**src/rtl/tacc_cfg.svh**
```systemverilog
// register offsets, field positions, reset values and timing counts
`ifndef TACC_CFG_SVH
`define TACC_CFG_SVH
`define TACC_ADDR_TRIP_INT   8'h13
`define TACC_ADDR_TRIP_EXT   8'h14
`define TACC_ADDR_TEST       8'h15
`define TACC_ADDR_FIX_INT    8'h17
`define TACC_ADDR_FIX_EXT    8'h18
`define TACC_ADDR_AOUT       8'h19
`define TACC_ADDR_CFG1       8'h40
`define TACC_ADDR_CFG2       8'h4A
`define TACC_C1_START        0
`define TACC_C1_INT_EN       1
`define TACC_C1_ALARM_EN     2
`define TACC_C1_INT_CLR      3
`define TACC_C1_RST_PULSE    4
`define TACC_C1_ALARM_CLR    6
`define TACC_C1_INIT         7
`define TACC_C2_TEMP_MASK    0
`define TACC_C2_LOCK_LO      1
`define TACC_C2_LOCK_HI      2
`define TACC_C2_ACPI         3
`define TACC_TEST_SHDN       0
`define TACC_CFG1_RST        8'h08
`define TACC_CFG2_RST        8'h00
`define TACC_TEST_RST        8'h00
`define TACC_AOUT_RST        8'hFF
`define TACC_TRIP_INT_RST    8'h46
`define TACC_TRIP_EXT_RST    8'h55
`define TACC_AOUT_FULL       8'hFF
`define TACC_TRIP_RUN        3
`define TACC_CLK_KHZ         50000
`define TACC_RST_PULSE_MS    20
`define TACC_RST_PULSE_CYC   (`TACC_RST_PULSE_MS * `TACC_CLK_KHZ)
`endif

```
**src/rtl/tacc_pkg.sv**
```systemverilog
// types shared by the thermal alarm and configuration control core
package tacc_pkg;
  typedef struct packed {
    logic       wr;
    logic       rd;
    logic [7:0] addr;
    logic [7:0] wdata;
  } tacc_host_req_t;
  typedef struct packed {
    logic done;
    logic over_high;
    logic under_low;
    logic over_trip;
    logic below_trip5;
  } tacc_meas_t;
  typedef struct packed {
    logic [7:0] int_trip;
    logic [7:0] ext_trip;
  } tacc_trip_t;
  typedef enum logic {
    TACC_RST_IDLE,
    TACC_RST_PULSE
  } tacc_rst_state_t;
endpackage

```
**src/rtl/tacc_core.sv**
```systemverilog
// thermal alarm, reset pin, nand tree and configuration register core
//
// How it works
// - default mode: sensor above high limit drives alarm low, flags status2 bit 5
// - default alarm holds until status2 read, cfg1 bit 6, or below low limit
// - after a status read clear, next over-limit measurement re-asserts the alarm
// - cfg1 bit 6 clear blocks the default alarm until software writes the bit back to 0
// - trip limit exceeded three measurements running: alarm and analog output FFh
// - trip alarm held apart from status; cfg2 bit 0 in default mode, init or pin reset clear it early
// - trip alarm releases after three measurements at least 5 degrees below
// - acpi mode: alarm ignores programmed limits, follows only trip limits
// - acpi: three over sets, three 5-below releases, output forced FFh meanwhile
// - cfg1 bit 4 with reset enabled: one low pulse on reset pin, bit self-clears
// - reset pin pulled low outside nand tree mode restores defaulted registers only
// - reset pin high right after power-up selects nand tree test mode
// - nand tree mode: test output is the nand of all tree inputs
// - power-on: monitoring stopped, configuration, test, output, trip regs defaulted
// - cfg1 bit 7: self-clearing init, test and analog output regs kept
// - cfg1 bit 0 runs monitoring; 0 stops it, registers stay reachable
// - cfg1 bit 1 enables interrupt output, bit 2 enables alarm output
// - cfg1 bit 3 holds interrupt output clear and suspends monitoring
// - cfg2 bit 0 masks temperature interrupts; in default mode it also clears the trip alarm
// - cfg2 bits 1 and 2 lock trip registers until power-on reset
// - cfg2 bit 3 selects alarm mode: 0 default, 1 acpi
// - test bit 0: full shutdown, analog output off, returns to prior state
// - reading a status register clears it until next monitoring update
`timescale 1ns/1ps
`default_nettype none
`include "tacc_cfg.svh"

module tacc_core
  import tacc_pkg::*;
#(
  parameter int TREE_W        = 8,
  parameter int RST_PULSE_CYC = `TACC_RST_PULSE_CYC
) (
  // clock and reset
  input  wire logic           clock,
  input  wire logic           rstn,
  // register port behind the serial bus engine
  input  wire tacc_host_req_t host_req,
  output var  logic [7:0]     host_rdata,
  output var  logic           host_rvalid,
  // measurement and status fabric
  input  wire tacc_meas_t     meas,
  input  wire logic           status2_read,
  input  wire logic           int_other,
  input  wire logic           int_temp,
  input  wire logic           reset_func_en,
  output var  logic           status2_alarm_set,
  output var  logic           soft_reset,
  output var  logic           monitor_run,
  output var  tacc_trip_t     trip_limits,
  output var  logic [7:0]     aout_code,
  output var  logic           aout_on,
  output var  logic           int_n,
  // thermal alarm pin
  output var  logic           thermal_alarm_n_o,
  output var  logic           thermal_alarm_n_oe_n,
  // reset pin
  input  wire logic           reset_pin_i,
  output var  logic           reset_pin_o,
  output var  logic           reset_pin_oe_n,
  // nand tree
  input  wire logic [TREE_W-1:0] tree_in,
  output var  logic           tree_test_out_addr_sel_o,
  output var  logic           tree_test_out_addr_sel_oe_n
);

  localparam int CNT_W = $clog2(RST_PULSE_CYC + 1);

  function automatic logic wr_to(input tacc_host_req_t r, input logic [7:0] a);
    return r.wr && (r.addr == a);
  endfunction

  // state
  logic [7:0]      cfg1_reg, cfg1_next;
  logic [7:0]      cfg2_reg, cfg2_next;
  logic [7:0]      test_reg, test_next;
  logic [7:0]      aout_reg, aout_next;
  logic [7:0]      trip_int_reg, trip_int_next;
  logic [7:0]      trip_ext_reg, trip_ext_next;
  logic            sw_alarm_reg, sw_alarm_next;
  logic            hw_alarm_reg, hw_alarm_next;
  logic [1:0]      over_cnt_reg, over_cnt_next;
  logic [1:0]      under_cnt_reg, under_cnt_next;
  tacc_rst_state_t rst_state_reg, rst_state_next;
  logic [CNT_W-1:0] rst_cnt_reg, rst_cnt_next;
  logic            pin_quiet_reg, pin_quiet_next;
  logic            strap_done_reg, strap_done_next;
  logic            nand_mode_reg, nand_mode_next;
  logic [7:0]      rdata_reg, rdata_next;
  logic            rvalid_reg, rvalid_next;
  logic            st2_set_reg, st2_set_next;
  logic            soft_rst_reg, soft_rst_next;
  logic            run_reg, run_next;
  logic [7:0]      aout_code_reg, aout_code_next;
  logic            aout_on_reg, aout_on_next;
  logic            int_n_reg, int_n_next;
  logic            alarm_n_reg, alarm_n_next;
  logic            nand_out_reg, nand_out_next;

  logic acpi, locked, measure, init_req, ext_rst, trip_rel, over_ok;

  always_comb begin
    cfg1_next      = cfg1_reg;
    cfg2_next      = cfg2_reg;
    test_next      = test_reg;
    aout_next      = aout_reg;
    trip_int_next  = trip_int_reg;
    trip_ext_next  = trip_ext_reg;
    sw_alarm_next  = sw_alarm_reg;
    hw_alarm_next  = hw_alarm_reg;
    over_cnt_next  = over_cnt_reg;
    under_cnt_next = under_cnt_reg;
    rst_state_next = rst_state_reg;
    rst_cnt_next   = rst_cnt_reg;
    st2_set_next   = 1'b0;
    rvalid_next    = host_req.rd;
    rdata_next     = 8'h00;
    acpi     = cfg2_reg[`TACC_C2_ACPI];
    locked   = cfg2_reg[`TACC_C2_LOCK_LO] & cfg2_reg[`TACC_C2_LOCK_HI];
    // monitoring results count only while the loop runs
    measure  = meas.done & run_reg;
    init_req = wr_to(host_req, `TACC_ADDR_CFG1) & host_req.wdata[`TACC_C1_INIT];
    // our own pulse reads back low while driven and a cycle after; ignore that
    ext_rst  = ~reset_pin_i & reset_pin_oe_n & pin_quiet_reg & strap_done_reg & ~nand_mode_reg;
    pin_quiet_next  = reset_pin_oe_n;
    strap_done_next = 1'b1;
    // strap caught at the first edge after reset release
    nand_mode_next  = strap_done_reg ? nand_mode_reg : reset_pin_i;

    // register reads
    case (host_req.addr)
      `TACC_ADDR_CFG1:     rdata_next = cfg1_reg;
      `TACC_ADDR_CFG2:     rdata_next = cfg2_reg;
      `TACC_ADDR_TEST:     rdata_next = test_reg;
      `TACC_ADDR_AOUT:     rdata_next = aout_reg;
      `TACC_ADDR_TRIP_INT: rdata_next = trip_int_reg;
      `TACC_ADDR_TRIP_EXT: rdata_next = trip_ext_reg;
      `TACC_ADDR_FIX_INT:  rdata_next = `TACC_TRIP_INT_RST;
      `TACC_ADDR_FIX_EXT:  rdata_next = `TACC_TRIP_EXT_RST;
      default:             rdata_next = 8'h00;
    endcase

    // register writes; cfg1 bits 4 and 7 are never stored
    if (wr_to(host_req, `TACC_ADDR_CFG1)) begin
      cfg1_next = host_req.wdata & 8'h6F;
    end
    if (wr_to(host_req, `TACC_ADDR_CFG2)) begin
      // lock bits are sticky until power-on
      cfg2_next = host_req.wdata | (cfg2_reg & 8'h06);
    end
    if (wr_to(host_req, `TACC_ADDR_TEST)) begin
      test_next = host_req.wdata;
    end
    if (wr_to(host_req, `TACC_ADDR_AOUT)) begin
      aout_next = host_req.wdata;
    end
    if (wr_to(host_req, `TACC_ADDR_TRIP_INT) && !locked) begin
      trip_int_next = host_req.wdata;
    end
    if (wr_to(host_req, `TACC_ADDR_TRIP_EXT) && !locked) begin
      trip_ext_next = host_req.wdata;
    end

    // programmed-limit alarm, default mode only; a new set wins over a status read or low-limit clear
    if (status2_read || (measure && meas.under_low)) begin
      sw_alarm_next = 1'b0;
    end
    if (cfg1_reg[`TACC_C1_ALARM_CLR] || acpi) begin
      sw_alarm_next = 1'b0;
    end else if (measure && meas.over_high) begin
      sw_alarm_next = 1'b1;
      st2_set_next  = 1'b1;
    end

    // hardware trip runs of three, kept apart from status reads
    if (measure) begin
      over_cnt_next  = meas.over_trip ? over_cnt_reg + 2'd1 : 2'd0;
      under_cnt_next = meas.below_trip5 ? under_cnt_reg + 2'd1 : 2'd0;
      if (over_cnt_next == 2'(`TACC_TRIP_RUN)) begin
        over_cnt_next = 2'd0;
      end
      if (under_cnt_next == 2'(`TACC_TRIP_RUN)) begin
        under_cnt_next = 2'd0;
      end
    end
    over_ok  = measure && meas.over_trip &&
               (over_cnt_reg == 2'(`TACC_TRIP_RUN - 1));
    trip_rel = measure && meas.below_trip5 &&
               (under_cnt_reg == 2'(`TACC_TRIP_RUN - 1));
    if (trip_rel || (!acpi && cfg2_reg[`TACC_C2_TEMP_MASK])) begin
      hw_alarm_next = 1'b0;
    end
    if (over_ok) begin
      hw_alarm_next = 1'b1;
    end

    // reset pin pulse
    case (rst_state_reg)
      TACC_RST_IDLE: begin
        if (wr_to(host_req, `TACC_ADDR_CFG1) && reset_func_en &&
            host_req.wdata[`TACC_C1_RST_PULSE]) begin
          rst_state_next = TACC_RST_PULSE;
          rst_cnt_next   = CNT_W'(RST_PULSE_CYC - 1);
        end
      end
      TACC_RST_PULSE: begin
        rst_cnt_next = rst_cnt_reg - CNT_W'(1);
        if (rst_cnt_reg == '0) begin
          rst_state_next = TACC_RST_IDLE;
        end
      end
      default: rst_state_next = TACC_RST_IDLE;
    endcase

    // init and pin reset; init keeps test and analog output registers
    if (init_req || ext_rst) begin
      cfg1_next      = `TACC_CFG1_RST;
      cfg2_next      = `TACC_CFG2_RST | (cfg2_reg & 8'h06);
      sw_alarm_next  = 1'b0;
      hw_alarm_next  = 1'b0;
      over_cnt_next  = 2'd0;
      under_cnt_next = 2'd0;
      if (!locked) begin
        trip_int_next = `TACC_TRIP_INT_RST;
        trip_ext_next = `TACC_TRIP_EXT_RST;
      end
    end
    if (ext_rst) begin
      test_next = `TACC_TEST_RST;
      aout_next = `TACC_AOUT_RST;
    end
    soft_rst_next = init_req | ext_rst;

    // registered outputs
    run_next = cfg1_next[`TACC_C1_START] & ~cfg1_next[`TACC_C1_INT_CLR] &
               ~test_next[`TACC_TEST_SHDN];
    aout_on_next   = ~test_next[`TACC_TEST_SHDN];
    aout_code_next = hw_alarm_next ? `TACC_AOUT_FULL : aout_next;
    int_n_next = ~(cfg1_next[`TACC_C1_INT_EN] &
                   ~cfg1_next[`TACC_C1_INT_CLR] &
                   (int_other | (int_temp & ~cfg2_next[`TACC_C2_TEMP_MASK])));
    alarm_n_next = ~(cfg1_next[`TACC_C1_ALARM_EN] &
                     (sw_alarm_next | hw_alarm_next));
    nand_out_next = ~&tree_in;
  end

  always_ff @(posedge clock or negedge rstn) begin
    if (!rstn) begin
      // power-on defaults; monitoring starts stopped
      cfg1_reg       <= `TACC_CFG1_RST;
      cfg2_reg       <= `TACC_CFG2_RST;
      test_reg       <= `TACC_TEST_RST;
      aout_reg       <= `TACC_AOUT_RST;
      trip_int_reg   <= `TACC_TRIP_INT_RST;
      trip_ext_reg   <= `TACC_TRIP_EXT_RST;
      sw_alarm_reg   <= 1'b0;
      hw_alarm_reg   <= 1'b0;
      over_cnt_reg   <= 2'd0;
      under_cnt_reg  <= 2'd0;
      rst_state_reg  <= TACC_RST_IDLE;
      rst_cnt_reg    <= '0;
      pin_quiet_reg  <= 1'b0;
      strap_done_reg <= 1'b0;
      nand_mode_reg  <= 1'b0;
      rdata_reg      <= 8'h00;
      rvalid_reg     <= 1'b0;
      st2_set_reg    <= 1'b0;
      soft_rst_reg   <= 1'b0;
      run_reg        <= 1'b0;
      aout_code_reg  <= `TACC_AOUT_RST;
      aout_on_reg    <= 1'b1;
      int_n_reg      <= 1'b1;
      alarm_n_reg    <= 1'b1;
      nand_out_reg   <= 1'b1;
    end else begin
      cfg1_reg       <= cfg1_next;
      cfg2_reg       <= cfg2_next;
      test_reg       <= test_next;
      aout_reg       <= aout_next;
      trip_int_reg   <= trip_int_next;
      trip_ext_reg   <= trip_ext_next;
      sw_alarm_reg   <= sw_alarm_next;
      hw_alarm_reg   <= hw_alarm_next;
      over_cnt_reg   <= over_cnt_next;
      under_cnt_reg  <= under_cnt_next;
      rst_state_reg  <= rst_state_next;
      rst_cnt_reg    <= rst_cnt_next;
      pin_quiet_reg  <= pin_quiet_next;
      strap_done_reg <= strap_done_next;
      nand_mode_reg  <= nand_mode_next;
      rdata_reg      <= rdata_next;
      rvalid_reg     <= rvalid_next;
      st2_set_reg    <= st2_set_next;
      soft_rst_reg   <= soft_rst_next;
      run_reg        <= run_next;
      aout_code_reg  <= aout_code_next;
      aout_on_reg    <= aout_on_next;
      int_n_reg      <= int_n_next;
      alarm_n_reg    <= alarm_n_next;
      nand_out_reg   <= nand_out_next;
    end
  end

  // outputs straight from flops
  assign host_rdata                  = rdata_reg;
  assign host_rvalid                 = rvalid_reg;
  assign status2_alarm_set           = st2_set_reg;
  assign soft_reset                  = soft_rst_reg;
  assign monitor_run                 = run_reg;
  assign trip_limits                 = '{int_trip: trip_int_reg, ext_trip: trip_ext_reg};
  assign aout_code                   = aout_code_reg;
  assign aout_on                     = aout_on_reg;
  assign int_n                       = int_n_reg;
  // open drain alarm and reset pins: enable low only when pulling low; tree output driven in nand mode
  assign thermal_alarm_n_o           = 1'b0;
  assign thermal_alarm_n_oe_n        = alarm_n_reg;
  assign reset_pin_o                 = 1'b0;
  assign reset_pin_oe_n              = (rst_state_reg != TACC_RST_PULSE);
  assign tree_test_out_addr_sel_o    = nand_out_reg;
  assign tree_test_out_addr_sel_oe_n = ~nand_mode_reg;

endmodule
`default_nettype wire

```
**config.mk**
```make
export PLATFORM = sky130hd
export DESIGN_NAME = tacc_core
export DESIGN_NICKNAME = d
export VERILOG_FILES = /design/src/rtl/tacc_pkg.sv /design/src/rtl/tacc_core.sv
export VERILOG_INCLUDE_DIRS = /design/src /design/src/rtl
export SDC_FILE = /design/constraint.sdc
export NUM_CORES = 1
export LEC_CHECK = 0
export ABC_AREA = 1
export BUFFER_PORTS_ARGS = -buffer_cell sky130_fd_sc_hd__buf_2
export CAP_MARGIN = 20
export CORE_MARGIN = 2
export CORE_UTILIZATION = 58
export CTS_BUF_LIST = sky130_fd_sc_hd__clkbuf_2 sky130_fd_sc_hd__clkbuf_4 sky130_fd_sc_hd__clkbuf_8
export DETAILED_ROUTE_END_ITERATION = 10
export GPL_TIMING_DRIVEN = 0
export MAX_ROUTING_LAYER = met4
export PLACE_DENSITY_LB_ADDON = 0.15
export SLEW_MARGIN = 20
export SYNTH_ARGS = -nofsm -noshare
export SYNTH_HDL_FRONTEND = slang
export SYNTH_SLANG_ARGS = --single-unit
export TNS_END_PERCENT = 1
```
**constraint.sdc**
```tcl
create_clock -name clock -period 2 [get_ports clock]
set_clock_uncertainty 0.15 [all_clocks]
set_input_delay 0 -clock clock [delete_from_list [all_inputs] [get_ports clock]]
set_output_delay 0 -clock clock [all_outputs]
set_load 0.05 [all_outputs]
```
# After elaboration in Yosys (flattened, before gate mapping)
# Index checks and enable logic that the tools add are counted.
# totals
word_cells	140
output_inout_bits	44
inputBits	38
reg_bits	102
# op_classes
eq_ne	13
add_sub_neg	3
bitwise_logic	26
mux	38
reduce_logical	31
# ops
operator	n
8-bit 2-to-1 mux	15
8-bit case mux with 8 select lines	1
8-bit by 5-bit == test with 1-bit output (second input constant)	6
20-bit case mux with 2 select lines	1
20-bit logical NOT	1
20-bit 2-to-1 mux	1
20-bit by 1-bit subtractor with 20-bit output (second input constant)	1
1-bit logical AND	17
8-bit by 7-bit == test with 1-bit output (second input constant)	2
2-bit 2-to-1 mux	8
1-bit AND	13
1-bit 2-to-1 mux	11
1-bit inverter	9
2-bit == test (second input constant)	4
8-bit by 3-bit bitwise OR with 8-bit output	1
8-bit AND reduction	1
2-bit nonzero test	4
2-bit by 1-bit adder with 2-bit output (second input constant)	2
1-bit logical OR	4
1-bit logical NOT	3
1-bit bitwise OR	3
2-bit by 1-bit inequality test with 1-bit output (second input constant)	1
1-bit case mux with 2 select lines	1
2-bit AND reduction	1

# Longest topological paths before layout
# Gate-level depths: netlist of run 1.
# logic_depth
word_depth	12
depth_mapped	11
mapped_depth_nobuf	11

# Worst setup path before layout of run 1
# Ideal clock, no wire load.
# synth_path
path_kind	register to register
from	register rst_state_reg
to	register trip_ext_reg[3]
setup_ns	0.113
arrival_ns	1.437
path_stages_with_launch	10
required_time_ns	1.737
synth_period_minus_slack_ns	1.700
path_slack_ns	0.300
n_path_buf	3
path_cell_list	dfrtp_1 -> buf_2 -> inv_2 -> nand4_1 -> nand2_2 -> buf_6 -> nand2_4 -> buf_6 -> nand2_1 -> inv_1
# synth_via
elab_chain_len	7
# synth_rtl
element	line_no	source
start, declared	tacc_core.sv:87	tacc_rst_state_t rst_state_reg, rst_state_next;
start signal, assigned	tacc_core.sv:289	rst_state_reg <= rst_state_next;
1-bit inverter	n/a	
named net reset_pin_oe_n	tacc_core.sv:63	output var logic reset_pin_oe_n,
1-bit AND (4 in a row)	tacc_core.sv:127	ext_rst = ~reset_pin_i & reset_pin_oe_n & pin_quiet_reg & strap_done_reg & ~nand_mode_reg;
1-bit logical OR	tacc_core.sv:219	if (init_req || ext_rst) begin
8-bit 2-to-1 mux	tacc_core.sv:219	
named net trip_ext_next[3]	tacc_core.sv:82	logic [7:0] trip_ext_reg, trip_ext_next;
end signal, assigned	tacc_core.sv:258	trip_ext_reg <= `TACC_TRIP_EXT_RST;
end signal, assigned	tacc_core.sv:284	trip_ext_reg <= trip_ext_next;
end, declared	tacc_core.sv:82	
# The timed path passes the listed nets, and every way through them passes these cells.
# A chain may end at the register's enable or synchronous reset.

# Worst setup path after layout of run 1
# layout_path
from	input port host_req[13] (netlist name)
to	register rdata_reg[7], in the netlist host_rdata[7]
# layout_via
elab_chain_len	2
elab_cells_between_ends	9
classes_between	eq/ne (8); mux (1)
# layout_rtl
element	line_no	source
start, declared	tacc_core.sv:41	input wire tacc_host_req_t host_req,
8-bit by 5-bit == test with 1-bit output or 8-bit by 7-bit == test with 1-bit output (tied branches)	tacc_core.sv:134	case (host_req.addr)
8-bit case mux with 8 select lines (*)	tacc_core.sv:134	
named net rdata_next[7]	tacc_core.sv:92	logic [7:0] rdata_reg, rdata_next;
end signal, assigned	tacc_core.sv:294	rdata_reg <= rdata_next;
end, declared	tacc_core.sv:92	
# Mark *: on every way through the listed nets, which the timed path passes. The rest lies on a longest branch.

==> impl_metrics.tcl, run 1 <==
set metrics [dict create \
    run_status "complete, no violations" \
    async_reset_ff_share_pct 100 \
    routed-via-count 4640 \
    finalWorstPathRequiredPeriod_ns 1.96 \
    dieArea_mm2 0.00932 \
    yosys_warnings 0 \
    postSynth.topFlopCell "dfrtp_1" \
    tns_ns 0 \
    drt_first_iter_violations 395 \
    clkSinkCount 100 \
    num_rows 33 \
    place_worst_setup_slack_ns 0.180 \
    clock_path_buffers 2 \
    io_buffer_count 78 \
    nFillCells 670 \
    rsz_0062_raised_after_global_routing "yes" \
    critical_path_class "input pin to flop" \
    h-tree-depth 3 \
    antenna_cells_inserted 0 \
    layout-drive-gt1-share_pct 22.9 \
    timing.max_slew.rel_slack_pct 54.8 \
    min_period_over_period_pct 97.9 \
    fp.dieH_um 96.5 \
    report.final.slew_viol_count 0 \
    cp.arrival_ns 2.12 \
    antenna_found_initial 0 \
    drc 0 \
    peakVddDrop_mv 0.423 \
    drt_pass1_iterations 5 \
    cp-start-kind "input pin" \
    track_usage_pct 31.6 \
    avgSynthCellArea_um2 8.15 \
    hold_path_class "input pin to flop" \
    synth_enable_flop_cells 0 \
    drv_cap 0 \
    postSynthRegisterBits 100 \
    syn_inst 609 \
    drt-vias-per-instance 5.50 \
    fin_util_pct 73.4 \
    finalWeightedCongestion 0.971 \
    cts-buffers-inserted 9 \
    width_of_the_chip_um 96.5 \
    overflow 0 \
    cts-root-buf "clkbuf_8" \
    timing.final.setup_violations 0 \
    worst_skew_pair_latency_ns 0.37 \
    post_synth_instance_area_mm2 0.00497 \
    max_freq_mhz 511 \
    grt_pass1_vias 4522 \
    global_route_wire_length_before_repair_um 21500 \
    grt_start_max_net_pins 84 \
    clkSlewWorstSetupHoldPaths_ns 0.10 \
    timing.critical_path.required_ns 2.16 \
    largest_register_ffs 20 \
    placeableCoreArea_mm2 0.00826 \
    synth.yosys.seq_area_share_pct 51.1 \
    hpwl_um 9230 \
    tritoncts "built" \
    floorplan.io_pins 82 \
    drt-wirelength-per-cell_um 15.6 \
    setup_slack_ns 0.0424 \
    synthToLayoutAreaGrowth_pct 22.0 \
    critical_path_peak_fanout 9 \
    tightest_slew_ns 0.675 \
    ant_nets 0 \
    starting_density_of_the_core_pct 60.1 \
    total_wire_length_after_detailed_routing_um 13200 \
    hold_path_depth 7 \
    power.leakage_uw 0.00326 \
    synth_cell_type_count 39 \
    finalHoldViolCount 0 \
    fin_nets 775 \
    cts_setup_buffers 0 \
    endpoint_kind "flop" \
    power_per_cell_area_mw_per_mm2 714 \
    worstRegToRegCells 7 \
]
-- cell families after synthesis --
group | after synthesis | synth area share (%)
simple gates | 318 | 28.3
buf+inv | 100 | 8.59
flops | 100 | 51.1
compound gates | 80 | 9.93
xor+xnor | 5 | 0.882
fa+ha+maj | 4 | 1.01
other cells | 2 | 0.151
-- per-layer routing --
layer  up-vias  routed length [um]  global-route usage, %
met1      2233                5760                   42.8
met2       205                6260                   48.4
met4         0                 197                   11.3
li1       2185                   -                      -
met3        17                 966                   5.59
met5         -                   0                      -
-- worst paths after layout --
| kind | startpoint | end | slack (ns) |
|---|---|---|---|
| max | host_req[13] | host_rdata[7] | 0.04 |
| max reg2reg | rst_state_reg | aout_code[0] | 0.14 |
| max in group asynchronous | rstn | rst_state_reg | 0.63 |
| min | host_req[14] | cfg2_reg[0] | 0.03 |
| min in group asynchronous | rstn | host_rvalid | 0.04 |
| min reg2reg | cfg2_reg[7] | cfg2_reg[7] | 0.35 |
-- area by class of cell --
class / instances / area [um^2] / area share (%)
Tap cell: 105 / 131 / 2.17
Inverter: 88 / 333 / 5.49
Buffer: 12 / 93.8 / 1.55
Sequential cell: 100 / 2540 / 41.9
Multi-Input combinational cell: 410 / 2010 / 33.2
Clock buffer: 12 / 146 / 2.42
Clock inverter: 4 / 48.8 / 0.805
Timing Repair Buffer: 112 / 757 / 12.5
-- Yosys cell counts (5+ instances only) --
master / count / area, um^2
nand4_1: 12 / 75.1
o21ai_0: 36 / 180
o22ai_1: 13 / 81.3
nor3_1: 6 / 30.0
a21oi_1: 12 / 60.1
nand3_1: 43 / 215
xor2_1: 5 / 43.8
nor2_1: 86 / 323
nand2_1: 145 / 544
o211ai_2: 7 / 87.6
nand2_2: 8 / 50.1
inv_1: 85 / 319
dfrtp_1: 72 / 1800
dfstp_2: 28 / 736
-- power breakdown --
group	internal [uW]	total (uW)	leakage [uW]	switching, uW
logic	192	756	0.00199	564
clock network	625	1330	0.000106	701
registers	2210	2250	0.00116	38.8
-- timing repair --
action | CTS | global route
hold buffers | 33 | 0
gates resized for setup | 0 | 3
endpoints found under the hold margin | 158 | 0
endpoints found under the setup margin | 0 | 6
-- worst max-delay path, cell delays in order --
cell and delay, ns:
dlygate4sd3_1 0.53, buf_2 0.14, nor2_4 0.13, nand3_4 0.12, nor3_4 0.38, dlygate4sd3_1 0.67
nand2_1 0.06, nand3_1 0.08
-- layout by cell type (no fill, tap or decap), drive strengths merged, types with 28 or more instances in the layout --
cell type and instances:
buf 90, dfrtp 72, dfstp 28, dlygate4sd3 32, inv 91, nand2 155
nand3 46, nor2 92, o21ai 38
-- metrics by stage --
step / hold WS (ns) / power (uW) / instances / instance area (um^2)
final: 0.0307 / 4330 / 843 / 6060
after global routing: 0.0586 / 4500 / 843 / 6060
after CTS: 0.0293 / 4340 / 843 / 6050
after detailed placement: -0.297 / 3000 / 794 / 5530
after global placement: -0.0395 / 2970 / 793 / 5490
after floorplan: -0.446 / 2770 / 610 / 4970
No activity file was read; power rests on OpenSTA's default activity.
==> inputs of run 2 (changes only) <==
--- a/config.mk
+++ b/config.mk
@@ -9,6 +9,7 @@
 export ABC_AREA = 1
 export BUFFER_PORTS_ARGS = -buffer_cell sky130_fd_sc_hd__buf_2
 export CAP_MARGIN = 20
+export CORE_ASPECT_RATIO = 1.5
 export CORE_MARGIN = 2
 export CORE_UTILIZATION = 58
 export CTS_BUF_LIST = sky130_fd_sc_hd__clkbuf_2 sky130_fd_sc_hd__clkbuf_4 sky130_fd_sc_hd__clkbuf_8
==> run 2 against run 1 <==
Flip-flop and latch count is the same. Critical path type unchanged. Non-clock buffer count grew 1. Worst setup slack gained 0.040 ns. Critical endpoint unchanged. Register-to-register slack lost 0.05 ns. Largest power group unchanged.
==> impl_metrics.tcl, run 2 (same netlist as run 1, synthesis figures left out) <==
set metrics [dict create \
    worst_setup_ep "host_rdata[7]" \
    finalWorstPathRequiredPeriod_ns 1.92 \
    io_buffer_count 78 \
    h-tree-depth 3 \
    drc 0 \
    tritoncts "built" \
    peakVddDrop_mv 0.559 \
    critical-path-max-stage-delay_ns 0.65 \
    dpl_cell_area_mm2 0.00553 \
    layout-drive-gt1-share_pct 22.9 \
    cts_setup_buffers 0 \
    crit_cells 8 \
    antenna_cells_inserted 0 \
    whs_ns 0.00730 \
    global_route_wire_length_before_repair_um 21200 \
    routed-via-count 4505 \
    cts-buffers-inserted 9 \
    total_wire_length_after_detailed_routing_um 13200 \
    critical_path_launch_point "host_req[13]" \
    worstRegToRegCells 7 \
    setup_slack_ns 0.0822 \
    power_per_cell_area_mw_per_mm2 712 \
    synthToLayoutAreaGrowth_pct 22.5 \
    worst_reg2reg_endpoint "aout_code[0]" \
    finalWeightedCongestion 0.945 \
    report.final.slew_viol_count 0 \
    path_delay_family "buffers and inverters" \
    drt_first_iter_violations 411 \
    fp.dieH_um 117 \
    cp-start-kind "input pin" \
    place_worst_setup_slack_ns 0.0884 \
    grt_start_max_net_pins 71 \
    width_of_the_chip_um 79.6 \
    finalHoldViolCount 0 \
    worst_skew_pair_latency_ns 0.38 \
    endpoint_kind "flop" \
    crit_chain "dlygate4sd3_1 > buf_2 > nor2_4 > nand3_4 > nor3_4 > dlygate4sd3_1 > nand2_1 > nand3_1" \
    max_freq_mhz 521 \
    clock_path_buffers 2 \
    cp_num_buf_inv 3 \
    critical_path_class "input pin to flop" \
    cts-root-buf "clkbuf_8" \
    largest_register_ffs 20 \
    layout_common_cells "nand2_1, nor2_1, inv_1" \
    fin_nets 776 \
    drv_cap 0 \
    hp-start "host_req[10]" \
    drt_pass1_iterations 5 \
    drt-vias-per-instance 5.33 \
    multiInputGateArea_mm2 0.00201 \
    critical_path_peak_fanout 9 \
    clkSinkCount 100 \
    grt_pass1_vias 4554 \
    track_usage_pct 30.6 \
    run_status "complete, no violations" \
    hold_path_class "input pin to flop" \
    num_rows 41 \
    ant_nets 0 \
    crit_path_frequent_cell "dlygate4sd3_1" \
    critical-path-slowest-cell "dlygate4sd3_1" \
    starting_density_of_the_core_pct 59.4 \
    timing.final.setup_violations 0 \
    worst-r2r-setup-slack_ns 0.09 \
    min_period_over_period_pct 95.9 \
    placeableCoreArea_mm2 0.00836 \
    fin_util_pct 72.7 \
    tns_ns 0 \
    fin_area_mm2 0.00608 \
    drt-wirelength-per-cell_um 15.6 \
    worstReg2RegStart "rst_state_reg" \
    timing.critical_path.required_ns 2.17 \
    dieArea_mm2 0.00933 \
    clkSlewWorstSetupHoldPaths_ns 0.09 \
    most_common_cell_after_layout_fill_and_taps_aside "nand2_1" \
    hpwl_um 9530 \
    power.leakage_uw 0.00325 \
    floorplan.io_pins 82 \
    antenna_found_initial 0 \
    cp.arrival_ns 2.08 \
    rsz_0062_raised_after_global_routing "yes" \
    nFillCells 645 \
    sequential_cell_area_mm2 0.00254 \
    overflow 0 \
]
[run 2: changes by cell type in the layout (fill, tap and decap cells not counted), moves of 2 or more]
cell        change
clkbuf_4        -3
clkinv_2        +2
clkinvlp_4      +2
inv_4           -3
[run 2: what timing repair did]
action,CTS,global route
endpoints found under the hold margin,159,0
hold buffers,34,0
endpoints found under the setup margin,0,6
gates resized for setup,0,1
[run 2: final cells by class]
type	count	share of cell area, %
well taps	107	2.20
clock buffers	10	2.26
plain buffers	12	1.54
flip-flops and latches	100	41.7
repair buffers	113	12.7
clock inverters	6	1.05
multi-input cells	410	33.0
inverters	88	5.47
[run 2: layer usage]
| metal | vias to the layer above | share of wire, % | GRT usage (%) |
|---|---|---|---|
| met3 | 45 | 4.2 | 2.62 |
| met1 | 2122 | 37 | 33.1 |
| li1 | 2188 | - | - |
| met4 | 0 | 5.2 | 19.6 |
| met5 | - | 0 | - |
| met2 | 150 | 54 | 52.5 |
[run 2: worst min-delay path, stage by stage]
cell and delay (ns):
buf_2 0.11, nand2_1 0.15, nor3_1 0.09, nor2_1 0.09, nand2_1 0.06
[run 2: worst min path at each step]
stage | end | cells after the start | slack [ns]
final | host_rdata[1] | 5 | 0.007
after global routing | tree_test_out_addr_sel_o | 2 | 0.04
after CTS | host_rdata[1] | 5 | 0.002
after detailed placement | host_rdata[1] | 1 | -0.25
after global placement | host_rvalid | 1 | -0.04
after floorplan | cfg1_reg[0] | 0 | -0.45
[run 2: report_power, final]
part	leakage, uW	switching, uW	internal, uW
registers	0.00116	35.4	2210
logic	0.00200	569	196
clock network	0.0000983	713	610
[run 2: metrics by stage]
step | std cells | total power (uW)
6_report | 846 | 4330
3_3_place_gp | 795 | 2970
3_5_place_dp | 796 | 3000
4_1_cts | 846 | 4350
5_1_grt | 846 | 4490
2_1_floorplan | 610 | 2770
==> inputs of run 3 (changes only) <==
--- a/config.mk
+++ b/config.mk
@@ -6,7 +6,7 @@
 export SDC_FILE = /design/constraint.sdc
 export NUM_CORES = 1
 export LEC_CHECK = 0
-export ABC_AREA = 1
+export ABC_AREA = 0
 export BUFFER_PORTS_ARGS = -buffer_cell sky130_fd_sc_hd__buf_2
 export CAP_MARGIN = 20
 export CORE_ASPECT_RATIO = 1.5
==> run 3 against run 2 <==
The run now ends with setup timing left. Clock power barely moved. Synthesized cell count fell by 25%. First-iteration DRC count fell by 17%. Worst hold slack improved by 0.039 ns. Synthesized area fell by 1.1%. Critical path depth fell by 4. Core utilization rose by 0.27 points. Design area fell by 0.25%. Power fell by 2.9%. Maximum frequency fell by 7.3%. Sequential share of layout area rose by 0.12 points. Global-route usage rose by 1.3 points. Critical path type is now flop to flop. Critical endpoint is now rst_cnt_reg[17]. Largest cell class unchanged. Largest power group unchanged.
==> impl_metrics.tcl, run 3 <==
set metrics [dict create \
    cts-buffers-inserted 9 \
    whs_ns 0.0461 \
    cp.arrival_ns 2.23 \
    cp-start-kind "flop" \
    antenna_cells_inserted 0 \
    critical_path_peak_fanout 6 \
    hold_path_class "input pin to flop" \
    syn_inst 454 \
    width_of_the_chip_um 79.2 \
    timing.critical_path.required_ns 2.16 \
    report.final.slew_viol_count 0 \
    worst_reg2reg_endpoint "rst_cnt_reg[17]" \
    layoutNonFillerInstCount 688 \
    post_synth_most_frequent_cells "dfrtp_1, nor2_1, mux2i_1" \
    fin_area_mm2 0.00607 \
    async_reset_ff_share_pct 100 \
    drt-wirelength-per-cell_um 19.8 \
    clock_path_buffers 2 \
    hp-start "host_req[12]" \
    critical_path_class "flop to flop" \
    failed_checks "setup timing" \
    grt_pass1_vias 4241 \
    postSynthRegisterBits 100 \
    hold_path_depth 5 \
    timing.final.setup_violations 1 \
    most_common_cell_after_layout_fill_and_taps_aside "buf_2" \
    dpl_cell_area_mm2 0.00547 \
    run_status "complete, but fails checks" \
    power_frac_comb_pct 16.4 \
    grt_start_max_net_pins 56 \
    ant_nets 0 \
    tns_ns -0.0691 \
    power.leakage_uw 0.00280 \
    io_buffer_count 77 \
    finalWeightedCongestion 0.965 \
    drt_pass1_iterations 6 \
    min_period_over_period_pct 103 \
    internal_uw 2960 \
    num_rows 41 \
    nFillCells 630 \
    post_synth_instance_area_mm2 0.00491 \
    postSynth.topFlopCell "dfrtp_1" \
    h-tree-depth 3 \
    routed-via-count 4252 \
    hpwl_um 9400 \
    total_wire_length_after_detailed_routing_um 13600 \
    cts-root-buf "clkbuf_8" \
    dieArea_mm2 0.00924 \
    rsz_0062_raised_after_global_routing "yes" \
    worstRegToRegCells 4 \
    min_delay_worst_endpoint "cfg1_reg[5]" \
    tightest_slew_ns 0.622 \
    layout-drive-gt1-share_pct 28.9 \
    critical_path_launch_point "rst_cnt_reg[12]" \
    synth_area_leader_cell "dfrtp_1" \
    drt-vias-per-instance 6.18 \
    fin_nets 618 \
    place_inst 640 \
    placeableCoreArea_mm2 0.00831 \
    synth.top_cell.area_share_pct 36.7 \
    synth_area_leaders "dfrtp_1, dfstp_2, mux2i_1, nor2_1, nand2_1" \
    power_per_cell_area_mw_per_mm2 693 \
    clkSinkCount 100 \
    finalHoldViolCount 0 \
    worst_skew_pair_latency_ns 0.39 \
    finalWorstPathRequiredPeriod_ns 2.07 \
    synth.yosys.seq_area_share_pct 51.6 \
    power.switching_fraction_pct 29.5 \
    antenna_found_initial 0 \
    tritoncts "built" \
    synth_most_common_cell "dfrtp_1" \
    largest_register_ffs 20 \
    avgSynthCellArea_um2 10.8 \
    drc 0 \
    drv_cap 0 \
    sequentialPowerShare_pct 52.1 \
    synth_cell_type_count 72 \
    switchingPower_uw 1240 \
    starting_density_of_the_core_pct 59.1 \
    clock_power_share_pct 31.6 \
    worst-r2r-setup-slack_ns -0.07 \
    yosys_warnings 0 \
    timing.max_slew.rel_slack_pct 58.4 \
    worstReg2RegStart "rst_cnt_reg[12]" \
    setup_slack_ns -0.0691 \
    synth_enable_flop_cells 0 \
    clkSlewWorstSetupHoldPaths_ns 0.10 \
    max_freq_mhz 483 \
    overflow 0 \
    global_route_wire_length_before_repair_um 21400 \
    peakVddDrop_mv 0.555 \
    floorplan.io_pins 82 \
    layout_common_cells "buf_2, dfrtp_1, nor2_1" \
    place_worst_setup_slack_ns -0.139 \
    fp.dieH_um 117 \
    drt_first_iter_violations 340 \
    track_usage_pct 31.9 \
    endpoint_kind "flop" \
    synthToLayoutAreaGrowth_pct 23.5 \
]
==> run 3: cell types whose count changed in the layout (fill, tap and decap cells not counted), moves of 13 or more <==
cell,delta
o22ai_1,-13
inv_1,-72
nor2_1,-46
mux2i_1,+36
nand3_1,-24
nand2_1,-117
o21ai_0,-25
==> run 3: layout make-up <==
cell class / count / area, um^2 / area share [%]
Tap cell: 107 / 134 / 2.21
Clock inverter: 7 / 75.1 / 1.24
Multi-Input combinational cell: 316 / 2270 / 37.4
Inverter: 13 / 48.8 / 0.804
Clock buffer: 9 / 124 / 2.04
Sequential cell: 100 / 2540 / 41.8
Timing Repair Buffer: 111 / 754 / 12.4
Buffer: 25 / 123 / 2.02
==> run 3: logic make-up after synthesis <==
logic type / count (synthesis) / share of synthesized area (%)
simple gates: 173 / 21.4
flops: 100 / 51.6
compound gates: 97 / 14.3
buf+inv: 39 / 3.51
mux: 37 / 7.56
fa+ha+maj: 4 / 1.02
other cells: 2 / 0.153
xor+xnor: 2 / 0.357
==> run 3: layer usage <==
| metal | wire (um) | vias up | GRT usage (%) |
|---|---|---|---|
| met1 | 4960 | 2095 | 34.5 |
| li1 | - | 1935 | - |
| met5 | 0 | - | - |
| met2 | 7320 | 165 | 54.8 |
| met4 | 682 | 0 | 18.6 |
| met3 | 655 | 57 | 5.33 |
==> run 3: through the flow <==
stage	utilization [%]	power [uW]
2_1_floorplan	-	2540
3_3_place_gp	65.4	2740
3_5_place_dp	65.8	2760
4_1_cts	72.2	4130
5_1_grt	73.0	4380
6_report	73.0	4200
==> run 3: how the worst max path moves through the flow <==
stage	endpoint	slack, ns	cells past startpoint
finish	rst_cnt_reg[17]	-0.07	4
floorplan	rst_cnt_reg[17]	0.02	4
detailed placement	trip_int_reg[3]	-0.14	5
CTS	rst_cnt_reg[17]	-0.05	4
global route	rst_cnt_reg[17]	-0.11	4
global placement	nand_mode_reg	-0.18	1
==> run 3: power by group through the flow <==
stage / clock, uW / combinational (uW) / sequential [uW]
after floorplan: 0 / 308 / 2230
after global placement: 0 / 528 / 2210
after detailed placement: 0 / 549 / 2220
after CTS: 1340 / 603 / 2180
after global routing: 1420 / 756 / 2200
final: 1330 / 688 / 2190
==> run 3: what timing repair did <==
action,CTS,global route
buffers inserted,0,3
hold endpoints to repair,155,0
hold buffers,30,0
resized for setup,5,11
endpoints found under the setup margin,16,42
pin swaps,3,3
==> run 3: worst max-delay path, stage by stage (launching register included) <==
cell and delay (ns):
dfrtp_1 0.44, or4_4 0.53, or3_4 0.42, nor4_4 0.25
mux2i_1 0.21
